<file path="src/logic/att_pkg.sv">
// Package: register map, limits and types of the analog threshold trigger
package att_pkg;

  // ----------------------------------------------------------------
  // Register byte offsets
  // ----------------------------------------------------------------
  localparam logic [7:0] ATT_OFS_CTRL = 8'h00;
  localparam logic [7:0] ATT_OFS_MULT = 8'h04;
  localparam logic [7:0] ATT_OFS_OFFSET = 8'h08;
  localparam logic [7:0] ATT_OFS_SET = 8'h0c;
  localparam logic [7:0] ATT_OFS_CLEAR = 8'h10;
  localparam logic [7:0] ATT_OFS_SPAN = 8'h14;
  localparam logic [7:0] ATT_OFS_FRAC = 8'h18;
  localparam logic [7:0] ATT_OFS_BLKSEL = 8'h1c;
  localparam logic [7:0] ATT_OFS_STATUS = 8'h20;
  localparam logic [7:0] ATT_OFS_WORK = 8'h24;

  // ----------------------------------------------------------------
  // Field positions
  // ----------------------------------------------------------------
  localparam int ATT_CTRL_DIFF_BIT = 0;
  localparam int ATT_CTRL_SETSRC_BIT = 1;
  localparam int ATT_CTRL_CLRSRC_BIT = 2;
  localparam int ATT_BLKSEL_SET_LSB = 0;
  localparam int ATT_BLKSEL_CLR_LSB = 8;
  localparam int ATT_BLK_W = 8;

  // ----------------------------------------------------------------
  // Value limits and scaling
  // ----------------------------------------------------------------
  localparam logic signed [31:0] ATT_MULT_MAX = 32'sd1000;
  localparam logic signed [31:0] ATT_MULT_SCALE = 32'sd100;
  localparam logic signed [31:0] ATT_OFFS_MAX = 32'sd10000;
  localparam logic signed [31:0] ATT_LEVEL_MAX = 32'sd20000;
  localparam logic signed [31:0] ATT_SPAN_MAX = 32'sd20000;
  localparam logic [1:0] ATT_FRAC_MAX = 2'h3;
  localparam int ATT_VOLT_FULL = 1000;
  localparam int ATT_SAMPLE_W = 16;
  localparam int ATT_WORK_W = 24;

  // ----------------------------------------------------------------
  // Reset values
  // ----------------------------------------------------------------
  localparam logic signed [15:0] ATT_MULT_RST = 16'sh0064;
  localparam logic signed [15:0] ATT_ZERO16 = 16'sh0000;

  // Configuration carrier
  typedef struct packed {
    logic diff_mode;
    logic set_from_blk;
    logic clr_from_blk;
    logic signed [15:0] mult;
    logic signed [15:0] offset;
    logic signed [15:0] set_level;
    logic signed [15:0] clear_level;
    logic signed [15:0] span;
    logic [1:0] frac_digits;
    logic [ATT_BLK_W-1:0] set_blk;
    logic [ATT_BLK_W-1:0] clr_blk;
  } att_cfg_t;

  // Saturate a written word to plus or minus lim
  function automatic logic signed [15:0] att_sat(
    input logic signed [31:0] v,
    input logic signed [31:0] lim
  );
    logic signed [31:0] r;
    r = v;
    if (v > lim)
    begin
      r = lim;
    end
    else if (v < -lim)
    begin
      r = -lim;
    end
    return r[15:0];
  endfunction

endpackage

</file>
<file path="src/logic/att_trigger.sv">
// Analog threshold trigger with hysteresis and AHB-Lite register slave
//
// Operation
// working level is sample times multiplier plus offset, before comparing
// multiplier is signed hundredths, limited to plus or minus 10.00
// zero offset is a signed integer limited to plus or minus 10000
// set and clear levels are signed integers limited to 20000 magnitude
// a 0 to 10 V input arrives as integer 0 to 1000
// fraction digits 0 to 3 only shown; comparisons use raw integers
// set not below clear: output high when working level exceeds set
// set not below clear: output low when level at or below clear
// set below clear: high only for set <= level < clear
// set and clear levels come from constant or selected block value
// differential variant: clear is set plus signed span, span 20000 max
// negative span gives hysteresis behaviour
// positive span gives window behaviour
// hysteresis band holds previous output; output low after reset
// recompute once per evaluation with wide signed arithmetic
//
// The AHB-Lite slave port and the placing of the registers were chosen for this implementation.
module att_trigger
  import att_pkg::*;
#(
  parameter int NBLK = 16
)
(
  // Clock and reset
  input wire logic hclk,
  input wire logic hresetn,
  // AHB-Lite slave
  input wire logic hsel,
  input wire logic [31:0] haddr,
  input wire logic [1:0] htrans,
  input wire logic hwrite,
  input wire logic [2:0] hsize,
  input wire logic [31:0] hwdata,
  input wire logic hready,
  output logic hreadyout,
  output logic hresp,
  output logic [31:0] hrdata,
  // Analog input sample and evaluation strobe
  input wire logic eval_strobe,
  input wire logic signed [ATT_SAMPLE_W-1:0] input_level,
  // Actual values of other function blocks
  input wire logic [NBLK-1:0][15:0] block_values,
  // Results
  output logic trigger_out,
  output logic trig_update,
  output logic signed [ATT_WORK_W-1:0] work_level_out,
  output logic [1:0] frac_digits_out
);

  // ----------------------------------------------------------------
  // State and wiring
  // ----------------------------------------------------------------
  att_cfg_t cfg_reg;
  logic [7:0] addr_reg;
  logic wr_pend_reg;
  logic rd_pend_reg;
  logic hreadyout_reg;
  logic hresp_reg;
  logic [31:0] hrdata_reg;
  logic trigger_reg;
  logic trig_update_reg;
  logic accept;
  logic signed [ATT_WORK_W-1:0] work;
  logic work_valid;
  logic signed [ATT_WORK_W-1:0] set_lvl;
  logic signed [ATT_WORK_W-1:0] clr_lvl;
  logic trigger_next;
  logic [31:0] rdata_next;

  // ----------------------------------------------------------------
  // Bus address phase
  // ----------------------------------------------------------------
  // Only NONSEQ or SEQ with the bus ready start a transfer
  assign accept = hsel && htrans[1] && hready;

  // Capture address and direction for the data phase
  always_ff @(posedge hclk or negedge hresetn)
  begin
    if (!hresetn)
    begin
      addr_reg <= 8'h00;
      wr_pend_reg <= 1'b0;
    end
    else if (hready)
    begin
      addr_reg <= accept ? haddr[7:0] : addr_reg;
      wr_pend_reg <= accept && hwrite;
    end
  end

  // Reads take one wait state so that a write just before is visible
  always_ff @(posedge hclk or negedge hresetn)
  begin
    if (!hresetn)
    begin
      rd_pend_reg <= 1'b0;
      hreadyout_reg <= 1'b1;
    end
    else if (rd_pend_reg)
    begin
      rd_pend_reg <= 1'b0;
      hreadyout_reg <= 1'b1;
    end
    else if (accept && !hwrite)
    begin
      rd_pend_reg <= 1'b1;
      hreadyout_reg <= 1'b0;
    end
  end

  // Response is always OKAY
  always_ff @(posedge hclk or negedge hresetn)
  begin
    if (!hresetn)
    begin
      hresp_reg <= 1'b0;
    end
    else
    begin
      hresp_reg <= 1'b0;
    end
  end

  // ----------------------------------------------------------------
  // Register writes
  // ----------------------------------------------------------------
  // Multiplier, offset, levels and span are saturated to their legal range as they are stored
  always_ff @(posedge hclk or negedge hresetn)
  begin
    if (!hresetn)
    begin
      cfg_reg.diff_mode <= 1'b0;
      cfg_reg.set_from_blk <= 1'b0;
      cfg_reg.clr_from_blk <= 1'b0;
      cfg_reg.mult <= ATT_MULT_RST;
      cfg_reg.offset <= ATT_ZERO16;
      cfg_reg.set_level <= ATT_ZERO16;
      cfg_reg.clear_level <= ATT_ZERO16;
      cfg_reg.span <= ATT_ZERO16;
      cfg_reg.frac_digits <= 2'h0;
      cfg_reg.set_blk <= '0;
      cfg_reg.clr_blk <= '0;
    end
    else if (wr_pend_reg)
    begin
      unique case (addr_reg)
        ATT_OFS_CTRL:
        begin
          cfg_reg.diff_mode <= hwdata[ATT_CTRL_DIFF_BIT];
          cfg_reg.set_from_blk <= hwdata[ATT_CTRL_SETSRC_BIT];
          cfg_reg.clr_from_blk <= hwdata[ATT_CTRL_CLRSRC_BIT];
        end
        ATT_OFS_MULT:
        begin
          cfg_reg.mult <= att_sat(hwdata, ATT_MULT_MAX);
        end
        ATT_OFS_OFFSET:
        begin
          cfg_reg.offset <= att_sat(hwdata, ATT_OFFS_MAX);
        end
        ATT_OFS_SET:
        begin
          cfg_reg.set_level <= att_sat(hwdata, ATT_LEVEL_MAX);
        end
        ATT_OFS_CLEAR:
        begin
          cfg_reg.clear_level <= att_sat(hwdata, ATT_LEVEL_MAX);
        end
        ATT_OFS_SPAN:
        begin
          cfg_reg.span <= att_sat(hwdata, ATT_SPAN_MAX);
        end
        ATT_OFS_FRAC:
        begin
          cfg_reg.frac_digits <= hwdata[1:0] & ATT_FRAC_MAX;
        end
        ATT_OFS_BLKSEL:
        begin
          cfg_reg.set_blk <= hwdata[ATT_BLKSEL_SET_LSB +: ATT_BLK_W];
          cfg_reg.clr_blk <= hwdata[ATT_BLKSEL_CLR_LSB +: ATT_BLK_W];
        end
        default:
        begin
          cfg_reg <= cfg_reg;
        end
      endcase
    end
  end

  // ----------------------------------------------------------------
  // Register reads
  // ----------------------------------------------------------------
  // Signed fields read back sign-extended; unmapped offsets read zero
  always_comb
  begin
    rdata_next = 32'h0000_0000;
    unique case (addr_reg)
      ATT_OFS_CTRL:
      begin
        rdata_next[ATT_CTRL_DIFF_BIT] = cfg_reg.diff_mode;
        rdata_next[ATT_CTRL_SETSRC_BIT] = cfg_reg.set_from_blk;
        rdata_next[ATT_CTRL_CLRSRC_BIT] = cfg_reg.clr_from_blk;
      end
      ATT_OFS_MULT: rdata_next = 32'(cfg_reg.mult);
      ATT_OFS_OFFSET: rdata_next = 32'(cfg_reg.offset);
      ATT_OFS_SET: rdata_next = 32'(cfg_reg.set_level);
      ATT_OFS_CLEAR: rdata_next = 32'(cfg_reg.clear_level);
      ATT_OFS_SPAN: rdata_next = 32'(cfg_reg.span);
      ATT_OFS_FRAC: rdata_next[1:0] = cfg_reg.frac_digits;
      ATT_OFS_BLKSEL:
      begin
        rdata_next[ATT_BLKSEL_SET_LSB +: ATT_BLK_W] = cfg_reg.set_blk;
        rdata_next[ATT_BLKSEL_CLR_LSB +: ATT_BLK_W] = cfg_reg.clr_blk;
      end
      ATT_OFS_STATUS: rdata_next[0] = trigger_reg;
      ATT_OFS_WORK: rdata_next = 32'(work);
      default: rdata_next = 32'h0000_0000;
    endcase
  end

  // Read data loaded during the wait state, held until the next read
  always_ff @(posedge hclk or negedge hresetn)
  begin
    if (!hresetn)
    begin
      hrdata_reg <= 32'h0000_0000;
    end
    else if (rd_pend_reg)
    begin
      hrdata_reg <= rdata_next;
    end
  end

  // ----------------------------------------------------------------
  // Scaling stage
  // ----------------------------------------------------------------
  // Sample range 0 to 1000 for a full-scale voltage input fits easily
  att_scale u_scale (
    .hclk(hclk),
    .hresetn(hresetn),
    .eval_strobe(eval_strobe),
    .sample(input_level),
    .mult(cfg_reg.mult),
    .offset(cfg_reg.offset),
    .work_reg(work),
    .work_valid_reg(work_valid)
  );

  // ----------------------------------------------------------------
  // Level selection
  // ----------------------------------------------------------------
  // Out-of-range block numbers yield zero rather than an undefined index
  function automatic logic signed [ATT_WORK_W-1:0] blk_value(
    input logic [ATT_BLK_W-1:0] idx,
    input logic [NBLK-1:0][15:0] vals
  );
    logic signed [15:0] v;
    v = 16'sh0000;
    if (int'(idx) < NBLK)
    begin
      v = vals[idx];
    end
    return ATT_WORK_W'(v);
  endfunction

  // Set from constant or block; clear from constant, block or set + span
  always_comb
  begin
    set_lvl = cfg_reg.set_from_blk
      ? blk_value(cfg_reg.set_blk, block_values)
      : ATT_WORK_W'(cfg_reg.set_level);
    if (cfg_reg.diff_mode)
    begin
      clr_lvl = set_lvl + ATT_WORK_W'(cfg_reg.span);
    end
    else if (cfg_reg.clr_from_blk)
    begin
      clr_lvl = blk_value(cfg_reg.clr_blk, block_values);
    end
    else
    begin
      clr_lvl = ATT_WORK_W'(cfg_reg.clear_level);
    end
  end

  // ----------------------------------------------------------------
  // Threshold comparison
  // ----------------------------------------------------------------
  // Raw integers only; the decimal point setting never enters here
  always_comb
  begin
    trigger_next = trigger_reg;
    if (set_lvl >= clr_lvl)
    begin
      if (work > set_lvl)
      begin
        trigger_next = 1'b1;
      end
      else if (work <= clr_lvl)
      begin
        trigger_next = 1'b0;
      end
    end
    else
    begin
      trigger_next = (work >= set_lvl) && (work < clr_lvl);
    end
  end

  // Output updates only when a fresh working level arrives
  always_ff @(posedge hclk or negedge hresetn)
  begin
    if (!hresetn)
    begin
      trigger_reg <= 1'b0;
    end
    else if (work_valid)
    begin
      trigger_reg <= trigger_next; // see R15
    end
  end

  // Pulse marking each evaluated result
  always_ff @(posedge hclk or negedge hresetn)
  begin
    if (!hresetn)
    begin
      trig_update_reg <= 1'b0;
    end
    else
    begin
      trig_update_reg <= work_valid;
    end
  end

  // ----------------------------------------------------------------
  // Outputs
  // ----------------------------------------------------------------
  // Presentation only: fraction digits go out for the display side
  always_ff @(posedge hclk or negedge hresetn)
  begin
    if (!hresetn)
    begin
      work_level_out <= '0;
      frac_digits_out <= 2'h0;
    end
    else
    begin
      work_level_out <= work;
      frac_digits_out <= cfg_reg.frac_digits;
    end
  end

  assign hreadyout = hreadyout_reg;
  assign hresp = hresp_reg;
  assign hrdata = hrdata_reg;
  assign trigger_out = trigger_reg;
  assign trig_update = trig_update_reg;

endmodule

</file>
<file path="src/logic/att_scale.sv">
// Scaling stage: sample times multiplier plus zero offset, registered
module att_scale
  import att_pkg::*;
(
  // Clock and reset
  input wire logic hclk,
  input wire logic hresetn,
  // Sample in
  input wire logic eval_strobe,
  input wire logic signed [ATT_SAMPLE_W-1:0] sample,
  // Scaling parameters
  input wire logic signed [15:0] mult,
  input wire logic signed [15:0] offset,
  // Working level out
  output logic signed [ATT_WORK_W-1:0] work_reg,
  output logic work_valid_reg
);

  // ----------------------------------------------------------------
  // Arithmetic
  // ----------------------------------------------------------------
  // 32 bits hold 32767 * 1000 with room; no overflow possible
  logic signed [31:0] prod;
  logic signed [31:0] quot;
  logic signed [31:0] sum;

  // Multiplier is in hundredths, so divide back; truncates toward zero
  always_comb
  begin
    prod = 32'(sample) * 32'(mult); // see R1
    quot = prod / ATT_MULT_SCALE;
    sum = quot + 32'(offset);
  end

  // ----------------------------------------------------------------
  // Output register, one result per evaluation cycle
  // ----------------------------------------------------------------
  always_ff @(posedge hclk or negedge hresetn)
  begin
    if (!hresetn)
    begin
      work_reg <= '0;
    end
    else if (eval_strobe)
    begin
      work_reg <= sum[ATT_WORK_W-1:0];
    end
  end

  // Valid pulse one cycle after the strobe
  always_ff @(posedge hclk or negedge hresetn)
  begin
    if (!hresetn)
    begin
      work_valid_reg <= 1'b0;
    end
    else
    begin
      work_valid_reg <= eval_strobe;
    end
  end

endmodule

</file>
<file path="config.mk">
export PLATFORM = sky130hd
export DESIGN_NAME = att_trigger
export DESIGN_NICKNAME = d
export VERILOG_FILES = /design/src/logic/att_pkg.sv /design/src/logic/att_trigger.sv /design/src/logic/att_scale.sv
export SDC_FILE = /design/constraint.sdc
export NUM_CORES = 2
export LEC_CHECK = 0
export ABC_AREA = 0
export BUFFER_PORTS_ARGS = -buffer_cell sky130_fd_sc_hd__buf_2
export CAP_MARGIN = 20
export CORE_ASPECT_RATIO = 0.75
export CORE_UTILIZATION = 35
export CTS_CLUSTER_SIZE = 24
export DETAILED_ROUTE_END_ITERATION = 8
export HOLD_SLACK_MARGIN = 0.03
export PLACE_DENSITY_LB_ADDON = 0.15
export SYNTH_ARGS = -nofsm -noshare
export SYNTH_HDL_FRONTEND = slang
export SYNTH_SLANG_ARGS = --single-unit
</file>
<file path="constraint.sdc">
create_clock -name hclk -period 61.4 [get_ports hclk]
set_input_delay 3.07 -clock hclk [delete_from_list [all_inputs] [get_ports hclk]]
set_output_delay 3.07 -clock hclk [all_outputs]
set_load 0.02 [all_outputs]
</file>
### After elaboration in Yosys (flattened, before gate mapping)

Cells that the tools add are included.

| word-level totals | value |
|---|---|
| register bits after elaboration | 197 |
| input port bits | 347 |
| word-level logic and storage cells | 96 |

| operators by class | value |
|---|---|
| add/sub/neg operators | 2 |
| multiply operators | 1 |
| div/mod/pow operators | 1 |
| order comparisons | 15 |
| equal/unequal tests | 10 |
| muxes and demuxes | 27 |
| reduce and logical (&&, ||, !) cells | 18 |

Operators by type and width:

| operator | count |
|---|---|
| 16-bit 2-to-1 mux | 10 |
| 16-bit binary-select mux with 4-bit select | 2 |
| 16-bit case mux with 6 select lines | 1 |
| 13-bit case mux with 7 select lines | 1 |
| 24-bit 2-to-1 mux | 3 |
| 24-bit by 16-bit adder with 24-bit output | 2 |
| 24-bit greater-or-equal comparator | 2 |
| 32-bit by 8-bit divider with 32-bit output, second input constant | 1 |
| 8-bit by 5-bit == test with 1-bit output, second input constant | 4 |
| 32-bit by 11-bit greater-than comparator with 1-bit output, second input constant | 1 |
| 32-bit by 15-bit greater-than comparator with 1-bit output, second input constant | 1 |
| 32-bit by 16-bit greater-than comparator with 1-bit output, second input constant | 1 |
| 32-bit by 11-bit < comparator with 1-bit output, second input constant | 1 |
| 32-bit by 15-bit < comparator with 1-bit output, second input constant | 1 |
| 32-bit by 16-bit < comparator with 1-bit output, second input constant | 1 |
| 8-bit by 5-bit < comparator with 1-bit output, second input constant | 4 |
| 16-bit by 16-bit multiplier with 32-bit output | 1 |
| 24-bit greater-than comparator | 1 |
| 24-bit less-or-equal comparator | 1 |
| 24-bit < comparator | 1 |
| 2-bit AND reduction | 10 |
| 8-bit by 4-bit == test with 1-bit output, second input constant | 2 |
| 8-bit by 6-bit == test with 1-bit output, second input constant | 2 |
| 1-bit case mux with 10 select lines | 1 |
| 9 further kinds | 19 |

### Logic depth before layout (Yosys ltp)

| depth | value |
|---|---|
| word-level depth | 10 |
| depth in mapped cells | 124 |

### Hierarchy

Synthesis repeated with hierarchy kept, for this count alone.

| second synthesis, totals | value |
|---|---|
| cell total of the unflattened synthesis | 3899 |
| area, all modules | 34608.2 um2 |

Modules (own cells, without submodules):

| module | times used | cells an instance | area each (um2) | sequential area each (um2) |
|---|---|---|---|---|
| att_scale | 1 | 2585 | 20598.5 | 625.6 |
| att_trigger | 1 | 1314 | 14009.7 | 4108.9 |

### Worst setup path after synthesis

OpenSTA, ideal clock, no wires.

| timing | value |
|---|---|
| path kind | input to register |
| start point | input input_level[15] |
| end point | register u_scale.work_reg[23] |
| library setup time | 0.125 ns |
| data arrival time | 28.860 ns |
| required time | 61.275 ns |
| slack | 32.415 ns |
| cell stages on the path | 113 |
| buffers on the path | 6 |
| cells stage by stage | clkbuf_1 -> nand2_1 -> fa_1 -> inv_1 -> fa_1 -> fa_1 -> fa_1 -> fa_1 -> inv_1 -> fa_1 -> inv_1 -> ha_1 -> clkbuf_1 -> nand2_1 -> o21ai_0 -> a21oi_1 -> a31oi_1 -> xnor2_1 -> [... 77 more ...] -> a21oi_1 -> o21bai_1 -> a21oi_1 -> o21bai_1 -> a21oi_1 -> o21bai_1 -> a21oi_1 -> o21bai_1 -> a21oi_1 -> o21bai_1 -> a21oi_1 -> o21bai_1 -> a21oi_1 -> o21bai_1 -> a21oi_1 -> xnor2_1 -> xnor2_1 -> mux2_2 |

| between the ends | value |
|---|---|
| longest elaborated chain between the ends | 3 |

Ends and longest elaborated chain:

| element | RTL line | text |
|---|---|---|
| from (decl) | att_trigger.sv:43 | `input wire logic signed [ATT_SAMPLE_W-1:0] input_level,` |
| 16-bit by 16-bit multiplier with 32-bit output | att_scale.sv:30 | `prod = 32'(sample) * 32'(mult);` |
| 32-bit by 8-bit divider with 32-bit output | att_scale.sv:31 | `quot = prod / ATT_MULT_SCALE;` |
| 24-bit by 16-bit adder with 24-bit output | att_scale.sv:32 | `sum = quot + 32'(offset);` |
| to (signal assigned) | att_scale.sv:46 | `work_reg <= sum[ATT_WORK_W-1:0];` |
| to (decl) | att_scale.sv:15 | `output logic signed [ATT_WORK_W-1:0] work_reg,` |

No other way between the ends.
A chain may end at the register's enable or synchronous reset.

### Worst setup path in the final report

Ends and elaborated chain as after synthesis.

==> results.cfg <==
[clocking]
cts_tree = yes
clockRootBuffer = clkbuf_16
cts.sink_count = 189
clk_pin_slew_ns = 0.08
cts_hold_buffers = 0
cts_setup_buffers = 0
cts-htree-levels = 4
clkLatencyLatePin_ns = 0.48
numCtsBuffers = 17
cts_resized = 0
clock_path_buffers = 2

[drt]
vias_per_cell = 5.73
drtIter0Drc = 2347
antenna_left = 0
routed_wl_mm = 118
drtPass1Iterations = 5
wire_per_inst_um = 22.3
vias = 30236
route.detailed.drc = 0

[status]
status = completed

[grt]
met3_usage_pct = 3.85
grt_max_degree = 76
use_met1_pct = 37.7
grt_pass1_vias = 29778
antenna_found_initial = 18
gr-total-overflow = 0
grt_usage_pct = 24.8
grt_pass1_wl_mm = 183
grtUsageMet2_pct = 37.5
busiest_layer = met1

[final_layout]
nFillCells = 9537
synthToLayoutAreaGrowth_pct = 10.9
fin_nets = 4823
largest_register_ffs = 101
layout-drive-gt1-share_pct = 19.7

[timing]
fin_worst_skew_ns = 0.0188
setup_tns_ns = 0
hold_ws_ns = 0.427
setup_viol_count_final = 0
max_freq_ghz = 0.0291
rsz0062_at_grt = no
slew_violations = 0
relSlewSlack_pct = 22.3
finalCritPeriodShare_pct = 55.9
worst_pin_slew_ns = 1.17
final.min_clock_period_ns = 34.33
hold_viol_final = 0

[run]
maxCapViolCount = 0

[logic_synthesis]
yosysUniqueCellTypes = 138
ys_ff_latch = 189
synth-edff-count = 0
postSynthAreaPerCell_um2 = 8.77
synth_nets = 4581
netlist_area_um2 = 33100
synth_cells = 3775
yosysWarnings = 0
yosysSeqAreaShare_pct = 14.3
async_flop_share_pct = 100
ys.flop_type = dfrtp_1

[critical_path]
cp.arrival_ns = 34.69
slowest_delay_ns = 0.91
crit_path_frequent_cell = a21oi_1
cp-end-kind = register
crit_required_ns = 61.76
crit_path_max_fanout = 16
crit_path_top_delay_cell = fa_1
worstSetupPathType = in -> reg
startpoint_type = input port
r2r_cells = 108

[placed_design]
dp_hpwl_mm = 94.1
gp_congestion = 0.933
portBuffers = 379

[floorplan]
ioPinCount = 409
placement_rows = 97
design.core.area_um2 = 93600
start_util_pct = 35.4
die_y_um = 268
fp.dieArea_um2 = 95800
die_w_um = 357

[min_path]
holdPathStages = 0
hold_path_class = reg -> reg
[worst max-delay path, delay by kind of cell]
kind,cells,cell delay (ns)
AOI/OAI and AO/OA,65,17.32
and+or+nand+nor,20,5.08
adders and majority gates,9,4.66
xor gates and xnor gates,6,2.26
muxes,4,1.34
buffers and inverters,6,0.86
[worst paths after layout]
kind                                     start              endpoint  slack [ns]
min in group asynchronous              hresetn    work_level_out[18]        2.61
hold reg to reg            u_scale.work_reg[0]     work_level_out[0]        0.43
setup reg to reg                   cfg_reg[97]  u_scale.work_reg[23]       28.67
hold / removal             u_scale.work_reg[0]     work_level_out[0]        0.43
setup / recovery               input_level[15]  u_scale.work_reg[23]       27.07
max in group asynchronous              hresetn            cfg_reg[0]       57.30
[final cells by class]
cell class                      instances  area (µm²)  area share [%]
Timing Repair Buffer                  420        2230            6.08
Clock buffer                           18         439            1.20
Tap cell                             1237        1550            4.22
Sequential cell                       189        4750            12.9
Clock inverter                         14         143           0.389
Inverter                              427        1600            4.37
Antenna cell                            9        22.5          0.0613
Multi-Input combinational cell       2962       26000            70.8
[cell usage after synthesis (12+ instances only)]
cell type	n	area, µm²
a211o_1	13	114
a211oi_1	24	180
a21o_1	45	338
a21oi_1	241	1210
a221oi_1	13	114
a22oi_1	34	255
a31oi_1	33	206
and2_1	150	938
and3_1	21	131
buf_1	23	86.3
buf_2	19	95.1
buf_4	12	90.1
clkbuf_1	141	529
dfrtp_1	185	4630
fa_1	264	5290
ha_1	195	2440
inv_1	423	1590
mux2_2	85	957
mux2i_1	42	420
mux4_2	144	3240
nand2_1	359	1350
nand2b_1	35	219
nand3_1	73	365
nand4_1	45	282
nor2_1	206	773
nor2b_1	40	250
nor3_1	59	295
nor4_1	18	113
o2111ai_1	16	140
o211ai_1	29	218
o21a_1	24	180
o21ai_0	188	941
o21ai_1	35	175
o21bai_1	27	203
o221ai_1	12	105
o22ai_1	25	156
o31ai_1	16	120
or2_2	16	100
or3_1	25	156
xnor2_1	107	937
xor2_1	37	324
[logic make-up (layout without fill, tap and decap cells)]
family | after synthesis | in the layout | share of synthesized area [%]
AND/OR/NAND/NOR | 1120 | 1120 | 17.0
AO/OA/AOI/OAI | 956 | 956 | 19.9
buffers and inverters | 624 | 879 | 7.29
adder cells (fa/ha/maj) | 463 | 463 | 23.5
multiplexers | 274 | 274 | 14.1
flip-flops | 189 | 189 | 14.3
XOR/XNOR | 148 | 148 | 4.04
other | 1 | 10 | 0.0113
[metal layers]
metal,up-vias,share of wire (%)
met5,-,0.043
met4,8,1.2
met3,100,7.1
met2,1025,43
met1,15099,49
li1,14004,-
[metrics by stage]
step	utilization, %	worst slack (ns)	instance area, µm²	std cells
2_1_floorplan	-	32.41	33100	3775
3_3_place_gp	38.5	26.91	36100	5232
3_5_place_dp	38.5	26.91	36100	5232
4_1_cts	39.2	27.26	36600	5264
5_1_grt	39.2	24.61	36700	5271
6_report	39.2	27.07	36700	5276
[cells in the final DEF, fill, tap and decap left out, drive strengths merged, types with 17 or more instances in the layout]
cell type and instances:
nand2b 35, nor4 18, nor3 63, a21oi 245
o21ai 226, buf 419, ha 195, nor2 209
xnor2 110, o22ai 26, or3 26, and2 152
a31oi 38, inv 435, o2111ai 18, a22oi 36
nand3 74, nor2b 40, dfrtp 185, a211oi 30
o31ai 17, clkbuf 19, and3 21, o221ai 17
xor2 38, mux2 87, o21bai 28, mux2i 43
mux4 144, a21o 45, o21a 25, fa 264
nand2 360, o211ai 30, nand4 46, or2 25
Power is not shown: default switching activity piles up to over one toggle a cycle in this logic, so the estimate is an artifact.
